==> src/inc/ppsl_defines.vh <==
/*
 * Constants of the shared port pin logic: register indices, field positions and reset values.
 * Assumes the top module sees a word-addressed Avalon-MM slave port.
 */
// Function
// - While reset is active, the two port 2 pins shared with the crystal are pulled down.
// - With the option byte set to port use, the shared reset pin no longer resets the chip.
// - The option byte is taken only after reset release, and a low reset pin before that keeps reset.
// - A level change on either interrupt-capable pin in output mode sets its request flag.
// - An analog select bit at 1 turns off the digital port on its pin and routes it to the A/D.
// - A single-bit port operation rewrites the whole byte, so input-mode latches take the pin level.
`ifndef PPSL_DEFINES_VH
`define PPSL_DEFINES_VH
`define PPSL_REG_P2_DATA    4'h0
`define PPSL_REG_P2_MODE    4'h1
`define PPSL_REG_P2_ANALOG  4'h2
`define PPSL_REG_P2_PULLUP  4'h3
`define PPSL_REG_P3_DATA    4'h4
`define PPSL_REG_P3_MODE    4'h5
`define PPSL_REG_P3_PULLUP  4'h6
`define PPSL_REG_BITOP      4'h7
`define PPSL_REG_IRQ_STATUS 4'h8
`define PPSL_REG_IRQ_MASK   4'h9
`define PPSL_REG_RST_STATUS 4'ha
`define PPSL_MODE_RESET     8'hff
`define PPSL_ANALOG_RESET   4'h0
`define PPSL_MASK_RESET     2'h3
`define PPSL_BITOP_IDX_HI   2
`define PPSL_BITOP_VAL      3
`define PPSL_BITOP_PORT     4
`define PPSL_IRQ_A_BIT      1
`define PPSL_IRQ_B_BIT      2
`define PPSL_XOUT_BIT       2
`define PPSL_XIN_BIT        3
`define PPSL_RSTPIN_BIT     4
`endif

==> src/design/ppsl_top.v <==
/*
 * Shared port pin logic: ports 2 and 3, pull-downs on the crystal pins, the shared reset pin,
 * two interrupt-capable pins and analog selection, all behind an Avalon-MM slave.
 * Assumes pins arrive asynchronously and the option strap is steady logic on mclk.
 */
`timescale 1ns/1ps
`default_nettype none
`include "ppsl_defines.vh"

module ppsl_sync #(
   parameter W = 8
) (
   input  wire         mclk,
   input  wire         reset,
   input  wire [W-1:0] din,
   output reg  [W-1:0] dout
);
   reg [W-1:0] s1_r;
   reg [W-1:0] s2_r;
   reg [W-1:0] s3_r;

   // Three stages; the filtered level moves only when stages two and three agree
   always @(posedge mclk or posedge reset)
   begin
      if (reset)
      begin
         s1_r <= {W{1'b0}};
         s2_r <= {W{1'b0}};
         s3_r <= {W{1'b0}};
         dout <= {W{1'b0}};
      end
      else
      begin
         s1_r <= din;
         s2_r <= s1_r;
         s3_r <= s2_r;
         dout <= (dout & (s2_r ^ s3_r)) | (s3_r & ~(s2_r ^ s3_r));
      end
   end
endmodule // ppsl_sync

module ppsl_top #(
   parameter AW = 4
) (
   input  wire          mclk,
   input  wire          reset,
   input  wire [AW-1:0] avs_address,
   input  wire          avs_read,
   input  wire          avs_write,
   input  wire [31:0]   avs_writedata,
   output reg  [31:0]   avs_readdata,
   output reg           avs_waitrequest,
   input  wire [7:0]    p2_in,
   output reg  [7:0]    p2_out_r,
   output reg  [7:0]    p2_oe_n_r,
   output reg  [7:0]    p2_pullup_r,
   input  wire [7:0]    p3_in,
   output reg  [7:0]    p3_out_r,
   output reg  [7:0]    p3_oe_n_r,
   output reg  [7:0]    p3_pullup_r,
   output reg           crystal_in_pin_pulldown_r,
   output reg           crystal_out_pin_pulldown_r,
   output reg  [3:0]    analog_input_channel_r,
   input  wire          shared_reset_input_pin,
   input  wire          option_reset_as_port,
   output reg           chip_reset_hold_r,
   output reg           irq_r
);
   reg  [7:0] p2_mode_r;
   reg  [7:0] p3_mode_r;
   reg  [3:0] analog_mode_select_reg_r;
   reg  [1:0] irq_status_r;
   reg  [1:0] irq_mask_r;
   reg  [1:0] irq_level_r;
   reg        opt_loaded_r;
   reg        opt_port_r;
   wire [7:0] p2_f;
   wire [7:0] p3_f;
   wire [0:0] rst_pin_f;
   wire       acc_go;
   wire       wr_go;
   wire [7:0] analog_ext;
   wire [7:0] p2_view;
   wire [7:0] p3_view;
   wire [1:0] irq_level_nxt;
   wire [1:0] irq_event;
   wire [2:0] bit_idx;
   wire [7:0] bit_one;
   reg  [31:0] rd_nxt;

   ppsl_sync #(.W(8)) u_sync_p2 (.mclk(mclk), .reset(reset), .din(p2_in), .dout(p2_f));
   ppsl_sync #(.W(8)) u_sync_p3 (.mclk(mclk), .reset(reset), .din(p3_in), .dout(p3_f));
   ppsl_sync #(.W(1)) u_sync_rst (.mclk(mclk), .reset(reset),
      .din(shared_reset_input_pin), .dout(rst_pin_f));

   // Bus handshake: a request is answered one cycle later with waitrequest low for one cycle
   // Read data load on the edge that drops waitrequest, so they stand when the master takes them
   assign acc_go = avs_read & avs_waitrequest;
   assign wr_go  = avs_write & ~avs_waitrequest;

   // Port views: input-mode bits show the pin, output bits the latch, analog bits read zero; port 3 bit 4 is set below
   assign analog_ext = {4'h0, analog_mode_select_reg_r};
   assign p2_view = ((p2_f & p2_mode_r) | (p2_out_r & ~p2_mode_r)) & ~analog_ext;
   wire [2:0] p3_view_hi;
   wire [4:0] p3_view_lo;
   wire       p3_b4;
   wire [7:0] p3_raw;
   assign p3_view = {p3_view_hi, p3_view_lo};
   // Port-mode reset pin is read as port 3 bit 4
   assign p3_b4 = opt_port_r ? rst_pin_f[0] : 1'b0;
   assign p3_raw = (p3_f & p3_mode_r) | (p3_out_r & ~p3_mode_r);
   assign p3_view_hi = p3_raw[7:5];
   assign p3_view_lo = {p3_b4, p3_raw[3:0]};

   // Interrupt pin levels follow the driven latch in output mode, the pin otherwise
   assign irq_level_nxt[0] = p2_mode_r[`PPSL_IRQ_A_BIT] ? p2_f[`PPSL_IRQ_A_BIT]
                                                        : p2_out_r[`PPSL_IRQ_A_BIT];
   assign irq_level_nxt[1] = p3_mode_r[`PPSL_IRQ_B_BIT] ? p3_f[`PPSL_IRQ_B_BIT]
                                                        : p3_out_r[`PPSL_IRQ_B_BIT];
   assign irq_event = irq_level_nxt ^ irq_level_r;

   assign bit_idx = avs_writedata[`PPSL_BITOP_IDX_HI:0];
   assign bit_one = 8'h01 << bit_idx;

   // Read multiplexer; unmapped indices read zero
   always @*
   begin
      rd_nxt = 32'h0000_0000;
      case (avs_address)
         `PPSL_REG_P2_DATA:    rd_nxt[7:0] = p2_view;
         `PPSL_REG_P2_MODE:    rd_nxt[7:0] = p2_mode_r;
         `PPSL_REG_P2_ANALOG:  rd_nxt[3:0] = analog_mode_select_reg_r;
         `PPSL_REG_P2_PULLUP:  rd_nxt[7:0] = p2_pullup_r;
         `PPSL_REG_P3_DATA:    rd_nxt[7:0] = p3_view;
         `PPSL_REG_P3_MODE:    rd_nxt[7:0] = p3_mode_r;
         `PPSL_REG_P3_PULLUP:  rd_nxt[7:0] = p3_pullup_r;
         `PPSL_REG_IRQ_STATUS: rd_nxt[1:0] = irq_status_r;
         `PPSL_REG_IRQ_MASK:   rd_nxt[1:0] = irq_mask_r;
         `PPSL_REG_RST_STATUS: rd_nxt[1:0] = {rst_pin_f[0], opt_port_r};
         default:              rd_nxt = 32'h0000_0000;
      endcase
   end

   // Bus slave and port registers
   always @(posedge mclk or posedge reset)
   begin
      if (reset)
      begin
         avs_waitrequest          <= 1'b1;
         avs_readdata             <= 32'h0000_0000;
         p2_out_r                 <= 8'h00;
         p3_out_r                 <= 8'h00;
         p2_mode_r                <= `PPSL_MODE_RESET;
         p3_mode_r                <= `PPSL_MODE_RESET;
         p2_pullup_r              <= 8'h00;
         p3_pullup_r              <= 8'h00;
         analog_mode_select_reg_r <= `PPSL_ANALOG_RESET;
         irq_mask_r               <= `PPSL_MASK_RESET;
      end
      else
      begin
         avs_waitrequest <= ~((avs_read | avs_write) & avs_waitrequest);
         if (acc_go)
            avs_readdata <= rd_nxt;
         if (wr_go)
         begin
            case (avs_address)
               `PPSL_REG_P2_DATA:   p2_out_r <= avs_writedata[7:0];
               `PPSL_REG_P2_MODE:   p2_mode_r <= avs_writedata[7:0];
               `PPSL_REG_P2_ANALOG: analog_mode_select_reg_r <= avs_writedata[3:0];
               `PPSL_REG_P2_PULLUP: p2_pullup_r <= avs_writedata[7:0];
               `PPSL_REG_P3_DATA:   p3_out_r <= avs_writedata[7:0];
               `PPSL_REG_P3_MODE:   p3_mode_r <= avs_writedata[7:0];
               `PPSL_REG_P3_PULLUP: p3_pullup_r <= avs_writedata[7:0];
               `PPSL_REG_IRQ_MASK:  irq_mask_r <= avs_writedata[1:0];
               `PPSL_REG_BITOP:
               begin
                  // Byte-wide read-modify-write: every latch bit is rewritten from the port view
                  if (avs_writedata[`PPSL_BITOP_PORT])
                     p3_out_r <= avs_writedata[`PPSL_BITOP_VAL] ? (p3_view | bit_one)
                                                                : (p3_view & ~bit_one);
                  else
                     p2_out_r <= avs_writedata[`PPSL_BITOP_VAL] ? (p2_view | bit_one)
                                                                : (p2_view & ~bit_one);
               end
               default:
               begin
               end
            endcase
         end
      end
   end

   // Pin drive: an input-mode or analog bit releases its driver
   always @(posedge mclk or posedge reset)
   begin
      if (reset)
      begin
         p2_oe_n_r              <= `PPSL_MODE_RESET;
         p3_oe_n_r              <= `PPSL_MODE_RESET;
         analog_input_channel_r <= `PPSL_ANALOG_RESET;
      end
      else
      begin
         p2_oe_n_r              <= p2_mode_r | analog_ext;
         p3_oe_n_r              <= p3_mode_r;
         analog_input_channel_r <= analog_mode_select_reg_r;
      end
   end

   // Crystal pin pull-downs: on under reset, off afterwards
   always @(posedge mclk or posedge reset)
   begin
      if (reset)
      begin
         crystal_in_pin_pulldown_r  <= 1'b1;
         crystal_out_pin_pulldown_r <= 1'b1;
      end
      else
      begin
         crystal_in_pin_pulldown_r  <= 1'b0;
         crystal_out_pin_pulldown_r <= 1'b0;
      end
   end

   // Option strap taken once after release, only when the reset pin is seen high;
   // a low pin before that keeps the chip in reset whatever the strap says
   always @(posedge mclk or posedge reset)
   begin
      if (reset)
      begin
         opt_loaded_r      <= 1'b0;
         opt_port_r        <= 1'b0;
         chip_reset_hold_r <= 1'b1;
      end
      else
      begin
         if (!opt_loaded_r)
         begin
            chip_reset_hold_r <= 1'b1;
            if (rst_pin_f[0])
            begin
               opt_loaded_r <= 1'b1;
               opt_port_r   <= option_reset_as_port;
            end
         end
         else
            chip_reset_hold_r <= ~opt_port_r & ~rst_pin_f[0];
      end
   end

   // Interrupt flags: set wins over a write-one clear
   always @(posedge mclk or posedge reset)
   begin
      if (reset)
      begin
         irq_level_r  <= 2'h0;
         irq_status_r <= 2'h0;
         irq_r        <= 1'b0;
      end
      else
      begin
         irq_level_r <= irq_level_nxt;
         if (wr_go && (avs_address == `PPSL_REG_IRQ_STATUS))
            irq_status_r <= (irq_status_r & ~avs_writedata[1:0]) | irq_event;
         else
            irq_status_r <= irq_status_r | irq_event;
         irq_r <= |(irq_status_r & ~irq_mask_r);
      end
   end
endmodule // ppsl_top
`default_nettype wire

==> config.mk <==
export PLATFORM = sky130hd
export DESIGN_NAME = ppsl_top
export DESIGN_NICKNAME = d
export VERILOG_FILES = /design/src/design/ppsl_top.v
export VERILOG_INCLUDE_DIRS = /design/src /design/src/inc
export SDC_FILE = /design/constraint.sdc
export NUM_CORES = 1
export LEC_CHECK = 0
export ABC_AREA = 1
export BUFFER_PORTS_ARGS = -buffer_cell sky130_fd_sc_hd__buf_4
export CORE_AREA = 8 8 128 130
export DETAILED_ROUTE_END_ITERATION = 10
export DIE_AREA = 0 0 136 138
export GPL_TIMING_DRIVEN = 0
export PLACE_DENSITY_LB_ADDON = 0.25
export SETUP_SLACK_MARGIN = 0.5
export SYNTH_ARGS = -nofsm -noshare
export SYNTH_HDL_FRONTEND = slang
export SYNTH_SLANG_ARGS = --single-unit
==> constraint.sdc <==
create_clock -name mclk -period 5.2 [get_ports mclk]
set_clock_uncertainty 0.2 [all_clocks]
set_input_delay 0.52 -clock mclk [delete_from_list [all_inputs] [get_ports mclk]]
set_output_delay 0.52 -clock mclk [all_outputs]
set_load 0.01 [all_outputs]
# After elaboration in Yosys (flattened, before gate mapping)
# Cells that the tools add are included.
dict set report word_totals {
  reg_bits 160
  input_bits 58
  out_inout_bits 89
  wordCells 123
}
dict set report op_classes {
  n_eq_ne 12
  shifts 1
  muxes 16
  n_bitwise 48
  reduce_logical 14
}
# op count
set ops {}
lappend ops {{AND 8 bit} 11}
lappend ops {{OR 8 bit} 6}
lappend ops {{inverter 8 bit} 5}
lappend ops {{two-way mux 8 bit} 4}
lappend ops {{one-hot mux 8 bit (2 select lines)} 2}
lappend ops {{one-hot mux 4 bit (6 select lines)} 1}
lappend ops {{one-hot mux 2 bit (10 select lines)} 1}
lappend ops {{equality test 4 x 3 -> 1 bit (second input constant)} 4}
lappend ops {{XOR 8 bit} 2}
lappend ops {{one-hot mux 2 bit (7 select lines)} 1}
lappend ops {{AND reduction 2 bit} 7}
lappend ops {{equality test 4 bit (second input constant)} 3}
lappend ops {{equality test 4 x 2 -> 1 bit (second input constant)} 2}
lappend ops {{inverter 4 -> 8 bit} 1}
lappend ops {{OR 8 x 4 -> 8 bit} 1}
lappend ops {{<< shifter 1 x 3 -> 8 bit (first input constant)} 1}
lappend ops {{AND 1 bit} 6}
lappend ops {{two-way mux 1 bit} 6}
lappend ops {{inverter 1 bit} 6}
lappend ops {{AND reduction 3 bit} 2}
lappend ops {{AND 2 bit} 2}
lappend ops {{equality test 4 x 1 -> 1 bit (second input constant)} 1}
lappend ops {{zero test 4 bit} 1}
lappend ops {{!= test 2 bit (second input constant)} 2}
lappend ops {{other kinds (9)} 13}

# Depth between registers and ports, before layout
dict set report depth {
  depth_word 8
  mapped_depth 10
}

# Cells and area by module
# Synthesis repeated with hierarchy kept, for this count alone.
dict set report hier_totals {
  hier_cells 719
  area_unflattened_um2 6617.6
}
# module instances cells_each area_per_inst_um2
set by_module_without_submodules {}
lappend by_module_without_submodules {ppsl_top 1 580 4628.2}
lappend by_module_without_submodules {{ppsl_sync at u_sync_p2 ...} 2 65 934.6}
lappend by_module_without_submodules {{ppsl_sync at u_sync_rst} 1 9 120.1}

# Worst setup path after synthesis
# OpenSTA, ideal clock, no wires.
dict set report synth_path {
  path_kind {in2reg}
  startpoint {input avs_address[1]}
  endpoint {register p2_out_r[7]}
  setup_time_ps 122
  arrival_time_ps 1337
  t_required_ps 4878
  setup_slack_ps 3541
  stages 7
  cell_sequence {nor2_1 > nand2_1 > o21ai_2 > nand2_2 > buf_6 > nand2_1 > o21ai_1}
}
dict set report synth_between {
  elab_chain_cells 3
}
# element line
set synth_rtl {}
lappend synth_rtl {{from (decl)} ppsl_top.v:47} ;# input wire [AW-1:0] avs_address,
lappend synth_rtl {{equality test 4 x 3 -> 1 bit or zero test 4 bit (tied branches)} ppsl_top.v:167} ;# case (avs_address)
lappend synth_rtl {{!= test 2 bit (no source line) or nonzero test 2 bit (tied branches)} -}
lappend synth_rtl {{AND reduction 3 bit (no source line)} -}
lappend synth_rtl {{to (signal assigned)} ppsl_top.v:168} ;# `PPSL_REG_P2_DATA: p2_out_r <= avs_writedata[7:0];
lappend synth_rtl {{to (signal assigned)} ppsl_top.v:183} ;# p2_out_r <= avs_writedata[`PPSL_BITOP_VAL] ? (p2_view | bit_one)
lappend synth_rtl {{to (decl)} ppsl_top.v:54} ;# output reg [7:0] p2_out_r,
# Several ways; a longest one is shown, not always the timed one.
# A chain may end at the register's enable or synchronous reset.

# Final worst setup path
dict set report layout_path {
  startpoint {register crystal_out_pin_pulldown_r}
  endpoint {output crystal_out_pin_pulldown_r}
}
# element line
set layout_rtl {}
lappend layout_rtl {{from (decl)} ppsl_top.v:62} ;# output reg crystal_out_pin_pulldown_r,
lappend layout_rtl {{from (signal assigned)} ppsl_top.v:217} ;# crystal_out_pin_pulldown_r <= 1'b1;
lappend layout_rtl {{from (signal assigned)} ppsl_top.v:222} ;# crystal_out_pin_pulldown_r <= 1'b0;
# No word-level cell between the ends.

==> results.ini <==
[job]
drv_cap=0

[cells_and_area]
area.growth.synth_to_final_pct=29.2
diodes=0
mostFrequentLayoutCells=nand2_1 (194), buf_4 (120), dfrtp_1 (119), o21ai_0 (53), inv_1 (48)
fillers=1273
nNetsFinal=869
multi_input_area_mm2=0.00199
drive_gt1_share_pct=27.4
design_area_mm2=0.00816
layout_commonest_cell=nand2_1
seq_area_mm2=0.00395

[route]
totalWireLength_mm=16.2
viasPerCell=4.86
dr.pass1.iters=5
num_vias=4902
drc_errors=0
route.detailed.wl_per_inst_um=16.1
first_iter_violations=445
ant_nets=0

[logic_synthesis]
yosys_warnings=0
syn_avg_cell_area_um2=9.66
syn_area_mm2=0.00632
synth.distinct_cells=28
ys_ff_latch=156
ys_seq_area_share_pct=62.5
syn_inst=654

[placed_design]
gp_congestion=0.884
port_buffers=94
place_area_mm2=0.00743
dp_hpwl_mm=12.1
place_ws_ns=3.07

[timing]
hold_ws_ns=0.0104
postLayoutSetupSlackWorst_ns=3.33
tightest_slew_ns=0.730
finalMaxSlewViolations=0
finalCritPeriodShare_pct=35.9
fin_setup_tns_ns=0
max_freq_mhz=535
setup_violations=0
post-route-min-period_ns=1.87
slew_headroom_pct=51.2
hold_violations=0
rsz0062_at_grt=false

[worst_setup_path]
crit_start=crystal_out_pin_pulldown_r$_DFF_PP1_
r2r_cells=6
cp.required_ns=4.48
cp-start-kind=register
worstSetupEndpoint=crystal_out_pin_pulldown_r
r2r_start=avs_waitrequest$_DFF_PP1_
cp_max_fo=2
timing.rr.end=avs_readdata[6]$_DFFE_PP0P_
critPathCaptureType=primary output
reg2reg_slack_ns=3.36
arrival_ns=1.15
worstSetupPathType=reg -> out

[power]
peakVddDrop_mv=0.250
power.share.sequential_pct=46.4
power_frac_comb_pct=18.6
power.internal_uw=2420
p_sw_share_pct=29.8
cellPowerDensity_mw_per_mm2=421
switching_power_uw=1020
p_clk_share_pct=35.0
cellLeakagePower_uw=0.00405

[clocking]
cts_sinks=156
post-cts-setup-buffers=0
cts-resized-gates=0
path_clk_slew_ns=0.07
cts_buffers=17
cts_tree=done
htreeDepth=4
clk_path_buf_depth=2
root_buffer=clkbuf_16
clkLatencyLatePin_ns=0.43

[grt]
grt_pass1_vias=4813
grt_max_degree=38
grt_antenna_before_repair=1
grt_pass1_wl_mm=26.0
grt.total_usage_pct=17.7
grt_overflow=0

[die]
initial_core_util_pct=44.1
rows=44
die_area_mm2=0.0188
core_area_mm2=0.0143
fp.dieW_um=136
ios=147
die_h_um=138

[run_status]
status=completed

[hold_path]
hold_class=in -> async

## power by group through the flow
stage	Combinational, uW	Clock (uW)	Sequential [uW]
finish	640	1200	1600
global route	710	1270	1620
CTS	645	1230	1600
detailed placement	632	0	1620
global placement	615	0	1610
floorplan	277	0	1620
## metrics by stage
stage / utilization [%] / power [uW] / cells
CTS: 57.0 / 3470 / 1008
floorplan: - / 1900 / 678
finish: 57.0 / 3440 / 1008
detailed placement: 51.9 / 2250 / 960
global placement: 51.3 / 2230 / 956
global route: 57.0 / 3610 / 1008
## cell families (layout without fill, tap and decap cells)
family / Yosys count / in the layout / share of synthesized area (%)
XOR/XNOR: 2 / 2 / 0.277
other: 1 / 25 / 0.0593
flip-flops: 156 / 156 / 62.5
adder cells (fa/ha/maj): 16 / 16 / 2.53
AND/OR/NAND/NOR: 291 / 291 / 19.1
buffers and inverters: 92 / 238 / 7.47
AO/OA/AOI/OAI: 96 / 96 / 8.02
## synth_stat cells
cell type    n  share of area, %
a21boi_0     6              0.71
a21oi_1     14               1.1
a31oi_1      1             0.099
and3_1       2              0.20
buf_2       11              0.87
buf_4       26               3.1
buf_6        2              0.36
clkbuf_1     2              0.12
conb_1       1             0.059
dfrtp_1    119                47
dfstp_2     37                15
inv_1       49               2.9
inv_2        2              0.12
maj3_1      16               2.5
nand2_1    194                12
nand2_2      6              0.59
nand3_1     31               2.5
nand4_1      5              0.50
nor2_1      43               2.6
nor2_2       2              0.20
nor2_4       4              0.71
o21ai_0     53               4.2
o21ai_1     18               1.4
o21ai_2      1              0.14
o21bai_1     2              0.24
o22ai_1      1             0.099
or2_2        4              0.40
xor2_1       2              0.28
## critical path: stages, from the launching register on
cell	delay, ns
dfstp_2	0.53
buf_4	0.09
buf_4	0.10
## layout make-up
cell class                      count  area share, %
Timing Repair Buffer              114           11.6
Tap cell                          184           2.82
Buffer                             41           3.43
Sequential cell                   156           48.4
Multi-Input combinational cell    430           24.3
Clock buffer                       18           5.38
Inverter                           51           2.39
Clock inverter                     14           1.66
## worst min path at each step
stage / to / startpoint / slack (ns)
2_1_floorplan: u_sync_p2.s2_r[0]$_DFF_PP0_ / u_sync_p2.s1_r[0]$_DFF_PP0_ / 0.13
3_3_place_gp: u_sync_p3.s2_r[0]$_DFF_PP0_ / u_sync_p3.s1_r[0]$_DFF_PP0_ / 0.13
3_5_place_dp: u_sync_p2.s2_r[7]$_DFF_PP0_ / u_sync_p2.s1_r[7]$_DFF_PP0_ / 0.13
4_1_cts: u_sync_p3.s1_r[3]$_DFF_PP0_ / reset / 0.03
5_1_grt: u_sync_p3.s2_r[3]$_DFF_PP0_ / reset / 0.07
6_report: u_sync_p3.s1_r[3]$_DFF_PP0_ / reset / 0.01
## metal layers
layer | global-route usage (%) | share of wire, % | vias up
li1 | - | - | 2350
met4 | 6.36 | 1.7 | 2
met1 | 23.5 | 44 | 2335
met3 | 5.14 | 9.0 | 23
met5 | 0 | 0.049 | -
met2 | 26.9 | 45 | 192
## what timing repair did
item,in CTS,in global routing
setup endpoints to repair,0,0
endpoints found under the hold margin,16,0
hold buffers,16,0
No activity file was read; power rests on OpenSTA's default activity.
